--- src/shared/sac_pkg.sv ---
// Constants, register map and state encoding for the converter control block
// ==========================================================================
// Functional notes
// - Start only on strobe fall with select low, high-byte low, not busy.
// - Busy stays asserted through conversion; released after result reaches output latches.
// - While busy, outputs float and control inputs are ignored.
// - Data outputs enabled only with strobe high, not busy, select low.
// - Select high keeps outputs floating and the block takes no action.
// - High-byte select low gives the full 12-bit word, 8 LSBs on low lanes.
// - High-byte select high puts 4 MSBs on lanes 3..0, lanes 7..4 low.
// - Strobe fall with high-byte select high is a read, never a start.
// - Low-pulse mode: float on strobe fall, drive again after conversion.
// - High-pulse mode: rise drives old result, fall holds input and starts.
// - Tracking resumes when conversion completes, before busy is released.
// - Start opens sample switch, isolates offset switches, releases auto-zero.
// - Bits resolved MSB first; trial bit to reference, lower bits to ground.
// - Conversion at most 2.7 us, so 3 us start spacing is sustained.
package sac_pkg;
    // ======================================================================
    // Resolution and timing
    localparam int RES_BITS = 12;
    localparam int CLK_PERIOD_NS = 25;
    localparam int CONV_MAX_NS = 2700;
    localparam int CONV_MAX_CYC = CONV_MAX_NS / CLK_PERIOD_NS;
    localparam int CONV_STEPS = RES_BITS + 1;
    localparam int STEP_CYC = CONV_MAX_CYC / CONV_STEPS;
    localparam int TRIM_W = 4;
    localparam int CNT_W = 16;

    // ======================================================================
    // APB register map
    localparam int ADDR_W = 8;
    localparam logic [7:0] ADDR_CTRL = 8'h00;
    localparam logic [7:0] ADDR_STATUS = 8'h04;
    localparam logic [7:0] ADDR_RESULT = 8'h08;
    localparam logic [7:0] ADDR_INT_STAT = 8'h0c;
    localparam logic [7:0] ADDR_INT_MASK = 8'h10;
    localparam logic [7:0] ADDR_CONV_CNT = 8'h14;

    // Control fields
    localparam int CTRL_EN_BIT = 0;
    localparam int CTRL_TRIM_LSB = 4;
    localparam logic [31:0] CTRL_RESET = 32'h0000_0081;

    // Status fields
    localparam int STAT_BUSY_BIT = 0;
    localparam int STAT_TRACK_BIT = 1;
    localparam int STAT_OE_BIT = 2;
    localparam int STAT_SEL_BIT = 3;
    localparam int STAT_HBS_BIT = 4;
    localparam int STAT_RC_BIT = 5;

    // Interrupt fields
    localparam int INT_W = 2;
    localparam int INT_DONE_BIT = 0;
    localparam int INT_REJECT_BIT = 1;
    localparam logic [1:0] INT_MASK_RESET = 2'h0;

    // ======================================================================
    // Sequencer states
    typedef enum logic [2:0] {
        ST_TRACK = 3'b001,
        ST_TRIAL = 3'b010,
        ST_LATCH = 3'b100
    } sac_state_t;
endpackage

--- src/sac_conv_ctrl.sv ---
// Converter control: pin interface, step timing, APB registers, interrupt
`timescale 1ns/1ps
module sac_conv_ctrl (
    input wire logic core_clk,
    input wire logic sys_rst,
    // APB slave
    input wire logic psel,
    input wire logic penable,
    input wire logic pwrite,
    input wire logic [sac_pkg::ADDR_W-1:0] paddr,
    input wire logic [31:0] pwdata,
    output logic [31:0] prdata,
    output logic pready,
    output logic pslverr,
    // Converter pins
    input wire logic readConvert,
    input wire logic deviceSelectN,
    input wire logic highByteSelect,
    input wire logic comparatorOut,
    output logic busyN,
    output logic [sac_pkg::RES_BITS-1:0] dataOut,
    output logic dataOe,
    // Capacitor array and comparator switches, interrupt
    output logic msbSampleSwitch,
    output logic offsetSwitchA,
    output logic offsetSwitchB,
    output logic comparatorAutozeroSwitch,
    output logic [sac_pkg::RES_BITS-1:0] trialBits,
    output logic irq
);
    import sac_pkg::*;

    // ======================================================================
    // Address decode and trim clamp helpers
    function automatic logic isMapped(input logic [ADDR_W-1:0] a);
        isMapped = (a == ADDR_CTRL) || (a == ADDR_STATUS) || (a == ADDR_RESULT) ||
                   (a == ADDR_INT_STAT) || (a == ADDR_INT_MASK) || (a == ADDR_CONV_CNT);
    endfunction

    function automatic logic [TRIM_W-1:0] clampTrim(input logic [TRIM_W-1:0] t);
        // Longer steps would break the conversion-time ceiling
        if (t == '0) begin
            clampTrim = TRIM_W'(1);
        end else if (t > TRIM_W'(STEP_CYC)) begin
            clampTrim = TRIM_W'(STEP_CYC);
        end else begin
            clampTrim = t;
        end
    endfunction

    // ======================================================================
    // Pin synchronisers
    logic rcS1_q, rcS2_q, rcPrev_q;
    logic selS1_q, selS2_q;
    logic hbsS1_q, hbsS2_q;
    logic cmpS1_q, cmpS2_q;

    always_ff @(posedge core_clk) begin
        if (sys_rst) begin
            rcS1_q <= readConvert;
            rcS2_q <= rcS1_q;
            selS1_q <= 1'b1;
            selS2_q <= 1'b1;
            hbsS1_q <= 1'b0;
            hbsS2_q <= 1'b0;
            cmpS1_q <= 1'b0;
            cmpS2_q <= 1'b0;
        end else begin
            rcS1_q <= readConvert;
            rcS2_q <= rcS1_q;
            selS1_q <= deviceSelectN;
            selS2_q <= selS1_q;
            hbsS1_q <= highByteSelect;
            hbsS2_q <= hbsS1_q;
            cmpS1_q <= comparatorOut;
            cmpS2_q <= cmpS1_q;
        end
    end

    // Edge history keeps running while busy, so no edge is remembered
    // Strobe chain follows the pin through reset: a low idle strobe gives no false start
    always_ff @(posedge core_clk) begin
        if (sys_rst) begin
            rcPrev_q <= rcS2_q;
        end else begin
            rcPrev_q <= rcS2_q;
        end
    end

    // ======================================================================
    // Control register
    logic [31:0] ctrl_q;
    logic convEnable;
    logic [TRIM_W-1:0] stepLen;

    assign convEnable = ctrl_q[CTRL_EN_BIT];
    assign stepLen = clampTrim(ctrl_q[CTRL_TRIM_LSB +: TRIM_W]);

    // ======================================================================
    // Start decode
    logic rcFall, startConv, rejectConv;
    logic busy, track, convDone;
    logic [RES_BITS-1:0] result;

    // Strobe low for one sample (25 ns) is enough for the fall to be seen
    assign rcFall = rcPrev_q && !rcS2_q;
    // Select high or high-byte high blocks the start
    assign startConv = rcFall && !selS2_q && !hbsS2_q && !busy && convEnable;
    // A start attempt during conversion is dropped
    assign rejectConv = rcFall && !selS2_q && !hbsS2_q && (busy || !convEnable);

    // ======================================================================
    // Step divider restarts with each conversion
    logic [TRIM_W-1:0] stepCnt_q;
    logic stepTick;

    assign stepTick = busy && (stepCnt_q == stepLen - 1'b1);

    always_ff @(posedge core_clk) begin
        if (sys_rst) begin
            stepCnt_q <= '0;
        end else if (startConv || stepTick || !busy) begin
            stepCnt_q <= '0;
        end else begin
            stepCnt_q <= stepCnt_q + 1'b1;
        end
    end

    sac_sar_engine #(
        .WIDTH(RES_BITS)
    ) u_sar (
        .core_clk(core_clk),
        .sys_rst(sys_rst),
        .start(startConv),
        .stepTick(stepTick),
        .compHigh(cmpS2_q),
        .busy(busy),
        .track(track),
        .done(convDone),
        .trial(trialBits),
        .result(result),
        .msbSampleSwitch(msbSampleSwitch),
        .offsetSwitchA(offsetSwitchA),
        .offsetSwitchB(offsetSwitchB),
        .comparatorAutozeroSwitch(comparatorAutozeroSwitch)
    );

    assign busyN = !busy;

    // ======================================================================
    // Three-state data outputs
    logic dataOe_q;
    logic [RES_BITS-1:0] dataOut_q;
    logic readWindow;

    // Strobe high, idle and selected; start fall floats at once
    assign readWindow = rcS2_q && !busy && !selS2_q;

    always_ff @(posedge core_clk) begin
        if (sys_rst) begin
            dataOe_q <= 1'b0;
        end else begin
            dataOe_q <= readWindow && !startConv;
        end
    end

    always_ff @(posedge core_clk) begin
        if (sys_rst) begin
            dataOut_q <= '0;
        end else if (hbsS2_q) begin
            dataOut_q <= {result[11:8], 4'h0, result[11:8]};
        end else begin
            dataOut_q <= result;
        end
    end

    assign dataOe = dataOe_q;
    assign dataOut = dataOut_q;

    // ======================================================================
    // Conversion counter
    logic [CNT_W-1:0] convCnt_q;

    always_ff @(posedge core_clk) begin
        if (sys_rst) begin
            convCnt_q <= '0;
        end else if (convDone) begin
            convCnt_q <= convCnt_q + 1'b1;
        end
    end

    // ======================================================================
    // APB slave: read data captured in setup, one access cycle
    logic setupPhase, accessPhase, wrAccess, rdAccess;
    logic [31:0] prdata_q;
    logic [31:0] statusWord;
    logic [INT_W-1:0] intStat_q, intMask_q, intEvents, intClear;

    assign setupPhase = psel && !penable;
    assign accessPhase = psel && penable;
    assign wrAccess = accessPhase && pwrite && isMapped(paddr);
    assign rdAccess = accessPhase && !pwrite;
    assign pready = accessPhase;
    assign pslverr = accessPhase && !isMapped(paddr);
    assign prdata = prdata_q;

    always_comb begin
        statusWord = '0;
        statusWord[STAT_BUSY_BIT] = busy;
        statusWord[STAT_TRACK_BIT] = track;
        statusWord[STAT_OE_BIT] = dataOe_q;
        statusWord[STAT_SEL_BIT] = selS2_q;
        statusWord[STAT_HBS_BIT] = hbsS2_q;
        statusWord[STAT_RC_BIT] = rcS2_q;
    end

    always_ff @(posedge core_clk) begin
        if (sys_rst) begin
            prdata_q <= '0;
        end else if (setupPhase && !pwrite) begin
            unique case (1'b1)
                paddr == ADDR_CTRL: prdata_q <= ctrl_q;
                paddr == ADDR_STATUS: prdata_q <= statusWord;
                paddr == ADDR_RESULT: prdata_q <= 32'(result);
                paddr == ADDR_INT_STAT: prdata_q <= 32'(intStat_q);
                paddr == ADDR_INT_MASK: prdata_q <= 32'(intMask_q);
                paddr == ADDR_CONV_CNT: prdata_q <= 32'(convCnt_q);
                default: prdata_q <= '0;
            endcase
        end
    end

    always_ff @(posedge core_clk) begin
        if (sys_rst) begin
            ctrl_q <= CTRL_RESET;
        end else if (wrAccess && paddr == ADDR_CTRL) begin
            ctrl_q <= pwdata;
        end
    end

    always_ff @(posedge core_clk) begin
        if (sys_rst) begin
            intMask_q <= INT_MASK_RESET;
        end else if (wrAccess && paddr == ADDR_INT_MASK) begin
            intMask_q <= pwdata[INT_W-1:0];
        end
    end

    // ======================================================================
    // Interrupts: read clears only what was returned, new events win
    always_comb begin
        intEvents = '0;
        intEvents[INT_DONE_BIT] = convDone;
        intEvents[INT_REJECT_BIT] = rejectConv;
        intClear = '0;
        if (rdAccess && paddr == ADDR_INT_STAT) begin
            intClear = prdata_q[INT_W-1:0];
        end
    end

    always_ff @(posedge core_clk) begin
        if (sys_rst) begin
            intStat_q <= '0;
        end else begin
            intStat_q <= (intStat_q & ~intClear) | intEvents;
        end
    end

    assign irq = |(intStat_q & intMask_q);
endmodule

--- src/sac_sar_engine.sv ---
// Successive-approximation sequencer with switch control and output latch
`timescale 1ns/1ps
module sac_sar_engine #(
    parameter int WIDTH = sac_pkg::RES_BITS
) (
    input wire logic core_clk,
    input wire logic sys_rst,
    input wire logic start,
    input wire logic stepTick,
    input wire logic compHigh,
    output logic busy,
    output logic track,
    output logic done,
    output logic [WIDTH-1:0] trial,
    output logic [WIDTH-1:0] result,
    output logic msbSampleSwitch,
    output logic offsetSwitchA,
    output logic offsetSwitchB,
    output logic comparatorAutozeroSwitch
);
    import sac_pkg::*;

    localparam int IDX_W = $clog2(WIDTH);
    localparam logic [IDX_W-1:0] TOP_IDX = IDX_W'(WIDTH - 1);

    sac_state_t state_q;
    logic [IDX_W-1:0] bitIdx_q;
    logic [WIDTH-1:0] trial_q;
    logic [WIDTH-1:0] result_q;

    // ======================================================================
    // Sequence
    always_ff @(posedge core_clk) begin
        if (sys_rst) begin
            state_q <= ST_TRACK;
        end else begin
            unique case (state_q)
                ST_TRACK: if (start) state_q <= ST_TRIAL;
                ST_TRIAL: if (stepTick && bitIdx_q == '0) state_q <= ST_LATCH;
                ST_LATCH: if (stepTick) state_q <= ST_TRACK;
                default: state_q <= ST_TRACK;
            endcase
        end
    end

    // ======================================================================
    // Trial register, MSB first
    always_ff @(posedge core_clk) begin
        if (sys_rst) begin
            bitIdx_q <= TOP_IDX;
            trial_q <= '0;
        end else if (state_q == ST_TRACK && start) begin
            bitIdx_q <= TOP_IDX;
            trial_q <= '0;
            trial_q[WIDTH-1] <= 1'b1;
        end else if (state_q == ST_TRIAL && stepTick) begin
            trial_q[bitIdx_q] <= compHigh;
            if (bitIdx_q != '0) begin
                trial_q[bitIdx_q - 1'b1] <= 1'b1;
                bitIdx_q <= bitIdx_q - 1'b1;
            end
        end
    end

    // Output latch loads one step before busy is released
    always_ff @(posedge core_clk) begin
        if (sys_rst) begin
            result_q <= '0;
        end else if (state_q == ST_TRIAL && stepTick && bitIdx_q == '0) begin
            result_q <= {trial_q[WIDTH-1:1], compHigh};
        end
    end

    // ======================================================================
    // Switches close for sampling, also during the latch step
    assign track = (state_q != ST_TRIAL);
    assign msbSampleSwitch = track;
    assign offsetSwitchA = track;
    assign offsetSwitchB = track;
    assign comparatorAutozeroSwitch = track;
    assign busy = (state_q != ST_TRACK);
    assign done = (state_q == ST_LATCH) && stepTick;
    assign trial = trial_q;
    assign result = result_q;
endmodule
--- config.mk ---
export PLATFORM = sky130hd
export DESIGN_NAME = sac_conv_ctrl
export DESIGN_NICKNAME = d
export VERILOG_FILES = /design/src/shared/sac_pkg.sv /design/src/sac_conv_ctrl.sv /design/src/sac_sar_engine.sv
export SDC_FILE = /design/constraint.sdc
export NUM_CORES = 1
export LEC_CHECK = 0
export CORE_UTILIZATION = 60
export CTS_CLUSTER_SIZE = 40
export DETAILED_ROUTE_END_ITERATION = 6
export DONT_BUFFER_PORTS = 1
export HOLD_SLACK_MARGIN = 0.08
export PLACE_DENSITY = 0.73
export SYNTH_ARGS = -nofsm -noshare
export SYNTH_HDL_FRONTEND = slang
export SYNTH_HIERARCHICAL = 1
export SYNTH_SLANG_ARGS = --single-unit
--- constraint.sdc ---
create_clock -name core_clk -period 4.38 [get_ports core_clk]
set_input_delay 1.095 -clock core_clk [delete_from_list [all_inputs] [get_ports core_clk]]
set_output_delay 1.095 -clock core_clk [all_outputs]
set_load 0.05 [all_outputs]
======== Word level (Yosys, flattened, before mapping) ========
Cells that the tools add are included.
storage, ports and cells
  latch bits .............................. 0
  bits of input ports ..................... 49
  logic and storage cells ................. 123
  memory bits (read-only) ................. 0
  flip-flop bits (word level) ............. 141
  memory bits (writable) .................. 0
  memories ................................ 0
  output and inout port bits .............. 65
operators by class
  multiply operators ...................... 0
  reductions and logical operators ........ 55
  muxes and demuxes ....................... 17
  shift operators ......................... 0
  bitwise logic cells ..................... 5
  div/mod/pow operators ................... 0
  add/sub/neg operators ................... 4
  eq/ne operators ......................... 14
  $lt $le $gt $ge ......................... 5
operators by type and width
  kind                                                               count
  one-hot mux 32 bit (6 select lines)                                1
  2-to-1 mux 12 bit                                                  3
  logical AND 1 bit                                                  27
  adder 16 x 1 -> 16 bit, second input constant                      1
  equality test 8 x 4 -> 1 bit, second input constant                2
  equality test 8 x 5 -> 1 bit, second input constant                2
  bitwise mux 12 bit                                                 1
  2-to-1 mux 4 bit                                                   3
  OR 12 bit                                                          1
  less-than comparator 4 x 5 -> 1 bit, second input constant         2
  logical NOT 1 bit                                                  9
  2-to-1 mux 3 bit                                                   3
  one-hot mux 3 bit (3 select lines)                                 1
  demux 1 bit (select 4 bit)                                         2
  equality test 8 x 3 -> 1 bit, second input constant                1
  greater-or-equal comparator 4 x 1 -> 1 bit, second input constant  2
  logical NOT 4 bit                                                  2
  logical NOT 8 bit                                                  1
  logical OR 1 bit                                                   8
  OR reduction 2 bit                                                 4
  subtractor 4 x 1 -> 4 bit, second input constant                   2
  adder 4 x 1 -> 4 bit, second input constant                        1
  AND 2 bit                                                          2
  equality test 4 bit                                                1
  16 further kinds                                                   18

======== Depth between registers and ports, before layout ========
  depth in word-level cells ............... 9
  mapped depth ............................ 12
  gate-level depth less buffers ........... 11

======== Modules after synthesis ========
Netlist, hierarchy kept.
by module, submodules not included
  module          cells an instance  area an instance (um^2)  sequential area each (um^2)  instances
  sac_conv_ctrl   488                4,475.5                  2,202.1                      1
  sac_sar_engine  171                1,592.8                  620.6                        1

======== Worst setup path before layout ========
Ideal clock, no wire load.
  path type ............................... input to output
  start point ............................. in penable
  end point ............................... out pslverr
  slack ................................... 0.971 ns
  data arrival time ....................... 2.314 ns
  data required time ...................... 3.285 ns
  path buffers ............................ 0
  stages on the path ...................... 2
  path through ............................ and2_1 -> nor2b_1
on the way
  cells in the longest elaborated chain, start to end .. 2
ends and longest elaborated chain
  what                line                  source
  start: declaration  sac_conv_ctrl.sv:8    input wire logic penable,
  logical AND 1 bit   sac_conv_ctrl.sv:200  assign accessPhase = psel && penable;
  logical AND 1 bit   sac_conv_ctrl.sv:204  assign pslverr = accessPhase && !isMapped(paddr);
  end: declaration    sac_conv_ctrl.sv:14   output logic pslverr,
No other way between the ends.

======== Final worst setup path ========
  start point ............................. reg u_sar.state_q[1]
  end point ............................... reg u_sar.trial_q[0] (netlist: u_sar/trial[0])
on the way
  cells in the longest elaborated chain, start to end .. 6
  elaborated cells between the ends (all ways) .. 10
  those cells by class .................... eq/ne (3); reduce/logical (7)
ends and longest elaborated chain
  what                                 line                  source
  start: declaration                   sac_sar_engine.sv:26  sac_state_t state_q;
  start signal: assignment             sac_sar_engine.sv:35  state_q <= ST_TRACK;
  start signal: assignment             sac_sar_engine.sv:38  ST_TRACK: if (start) state_q <= ST_TRIAL;
  start signal: assignment             sac_sar_engine.sv:39  ST_TRIAL: if (stepTick && bitIdx_q == '0) state_q <= ST_LATCH;
  != test 3 x 1 -> 1 bit               sac_sar_engine.sv:81  assign busy = (state_q != ST_TRACK);
  via busy                             sac_conv_ctrl.sv:102  logic busy, track, convDone;
  logical NOT 1 bit                    -
  via busyN                            sac_conv_ctrl.sv:20   output logic busyN,
  logical AND 1 bit (2 in series)      sac_conv_ctrl.sv:108  assign startConv = rcFall && !selS2_q && !hbsS2_q && !busy && convEnable;
  logical AND 1 bit                    sac_sar_engine.sv:52  end else if (state_q == ST_TRACK && start) begin
  OR reduction 2 bit (no source line)  -
  end signal: indexed assignment       sac_sar_engine.sv:57  trial_q[bitIdx_q] <= compHigh;
  end: declaration                     sac_sar_engine.sv:28  logic [WIDTH-1:0] trial_q;
The timed path passes the listed nets, and every way through them passes these cells.
A chain may end at the register's enable or synchronous reset.

==> impl_metrics.ini <==
[outcome]
status = finished clean

[sta]
rsz0062_at_grt = false
min_period_ns = 3.52
max_slew.worst_pin.slew_ns = 1.15
finalMaxSlewViolations = 0
hold_viol_final = 0
setup-tns-final_ns = 0
final.period_utilization = 0.803
setup_violations = 0
fmax_mhz = 284
relSlewSlack = 0.229
skew_ns = 0.0104
postLayoutSetupSlackWorst_ns = 0.863

[die]
dieArea_mm2 = 0.0105
fp-row-count = 36
coreArea_mm2 = 0.00977
start_util = 0.621
pin_count = 114
die_h_um = 103
dieWidth_um = 103

[global_route]
grt_overflow = 0
grt_pass1_vias = 4370
grt_use_total = 0.284
antenna_found_initial = 0
grt_max_degree = 107
grt_pass1_wl_mm = 22.5

[setup_path]
startpoint = u_sar/state_q[1]
arrival_ns = 3.92
worstPathRequired_ns = 4.78
startpoint_type = flip-flop
critPathKind = flip-flop to flip-flop
r2r-start = u_sar/state_q[1]
cp_max_fo = 14
cp-end-kind = flip-flop

[placement]
dpl.cell_count = 751
place_hpwl_mm = 9.98
routabilityCongestion = 0.889
placed_area_mm2 = 0.00605
place_worst_setup_slack_ns = 0.849
port_buffers = 0

[logic_synthesis]
ys.flop_type = dfxtp_1
synth_compound_area_frac = 0.141
synthTopCellsByCount = 141 x dfxtp_1, 90 x nand2_1, 57 x nor2_1
muxShareOfSynthArea = 0.0755
synth_top_area_frac = 0.465
yosysUniqueCellTypes = 61
syn_avg_cell_area_um2 = 9.21
yosys.area.top_type = dfxtp_1
synth.ff_latch_count = 141
synth_area_mm2 = 0.00607
ys_seq_area_frac = 0.465
synthXorXnorAreaFrac = 0.0245
synthAdderAreaFrac = 0.0165
synthSimpleGateAreaFrac = 0.235
ys.warnings.count = 6
syn_nets = 716
yosysMostFrequentCell = dfxtp_1
synth_edf_count = 0
yosys-top-cells-area = dfxtp_1 47%, mux2i_1 6.4%, nand2_1 5.6%, nor2_1 3.5%, a21oi_1 3.3%
ys_async_sr_fraction = 0
synthCells = 659
synth_top_family_by_area = simple AND/OR/NAND/NOR gates

[routing]
drtIter0Drc = 278
dr.pass1.iters = 5
ant_nets = 0
via_count = 4727
viasPerCell = 6.04
drc_errors = 0
wire_per_inst_um = 18.3
totalWireLength_mm = 14.3

[clock_network]
htree_levels = 4
holdBufCountCts = 0
cts-root-buf = clkbuf_8
cts_resized = 0
clk_pin_slew_ns = 0.06
post_cts_buffers = 0
insertion_delay_ns = 0.53
clock_path_buffers = 2
numCtsBuffers = 17
cts_tree = yes
cts_sinks = 141

[worst_hold_path]
hold_start = rcS1_q
hp-class = flip-flop to flip-flop

[final_layout]
post-route-util = 0.681
antennaDiodeCount = 0
instances_no_fill = 783
drive_gt1_frac = 0.115
syn2layout_area_growth_pct = 9.67
final_nets = 694
stdcell_area_mm2 = 0.00666

[power_and_ir_drop]
p_clk_frac = 0.524
intPower_mw = 2.25
irDropWorstVdd_v = 0.000213
p_comb_frac = 0.017
p_sw_mw = 0.571
leakage_nw = 2.46
power.density_mw_per_mm2 = 423
seq_power_share = 0.459
sw_frac_of_total = 0.203

[flow_run]
max_cap_viol_count = 0
power groups by stage:
stage | clock [mW] | combinational, mW | sequential [mW]
floorplan | 0 | 0.0584 | 1.32
global placement | 0 | 0.0454 | 1.32
detailed placement | 0 | 0.0464 | 1.32
CTS | 1.49 | 0.0468 | 1.29
global route | 1.55 | 0.0503 | 1.29
finish | 1.48 | 0.0469 | 1.29
kinds of logic (layout without fill, tap and decap cells):
logic type                 Yosys count  count (layout)
buffers and inverters               55              46
and+or+nand+nor                    274             274
xor gates and xnor gates            17              17
DFF                                141             141
muxes                               43              43
adders and majority gates            8               8
AOI/OAI and AO/OA                  121             121
metrics by stage:
stage	hold slack, ns	power (mW)
floorplan	0.310	1.38
global placement	0.313	1.37
detailed placement	0.312	1.37
CTS	0.327	2.83
global route	0.332	2.89
finish	0.326	2.82
path summary, 6_finish.rpt:
kind	end	slack [ns]	depth (start not counted)
max	u_sar/trial[0]	0.86	7
min	rcS2_q	0.33	0
max reg2reg	u_sar/trial[0]	0.86	7
min reg2reg	rcS2_q	0.33	0
worst max-delay path, cell delays in order (launching register included):
cell and delay, ns:
dfxtp_1 0.59, or3b_2 0.25, inv_1 0.26, nor4_1 0.91
nor3b_4 0.42, nand4_2 0.49, mux2i_1 0.34, o22ai_1 0.11
sequential cells by signal, indices dropped and copies added (netlist names), 2 cells and up:
| register | count |
|---|---|
| ctrl_q | 32 |
| prdata | 32 |
| convCnt_q | 16 |
| dataOut | 12 |
| u_sar/result | 12 |
| u_sar/trial | 12 |
| stepCnt_q | 4 |
| u_sar/bitIdx_q | 4 |
| u_sar/state_q | 3 |
| intMask_q | 2 |
| intStat_q | 2 |
final cells by class:
class	count	area [um^2]
Fill cell	783	3120
Timing Repair Buffer	4	30.0
Tap cell	133	166
Multi-Input combinational cell	463	2990
Clock inverter	10	164
Clock buffer	22	443
Inverter	10	37.5
Sequential cell	141	2820
metal layers:
metal | track usage | vias to the layer above | part of all wire
li1 | - | 2280 | -
met1 | 0.370 | 2236 | 0.42
met2 | 0.440 | 181 | 0.48
met3 | 0.0854 | 30 | 0.082
met4 | 0.115 | 0 | 0.022
met5 | 0 | - | 0
cells in the final DEF (no fill, tap or decap), types with 8 or more instances in the layout:
master	count
nor2b_1	16
nor2_2	12
nand2_1	89
dfxtp_1	141
inv_1	10
clkbuf_16	16
nand4_1	16
o21ai_0	8
mux2i_1	39
nand3_1	18
ha_1	8
xnor2_1	11
a22oi_1	11
a22oi_2	10
nor3_1	8
nor2_1	57
a21oi_1	40
a22o_1	19
o22ai_1	10
No activity file was read; power rests on OpenSTA's default activity.
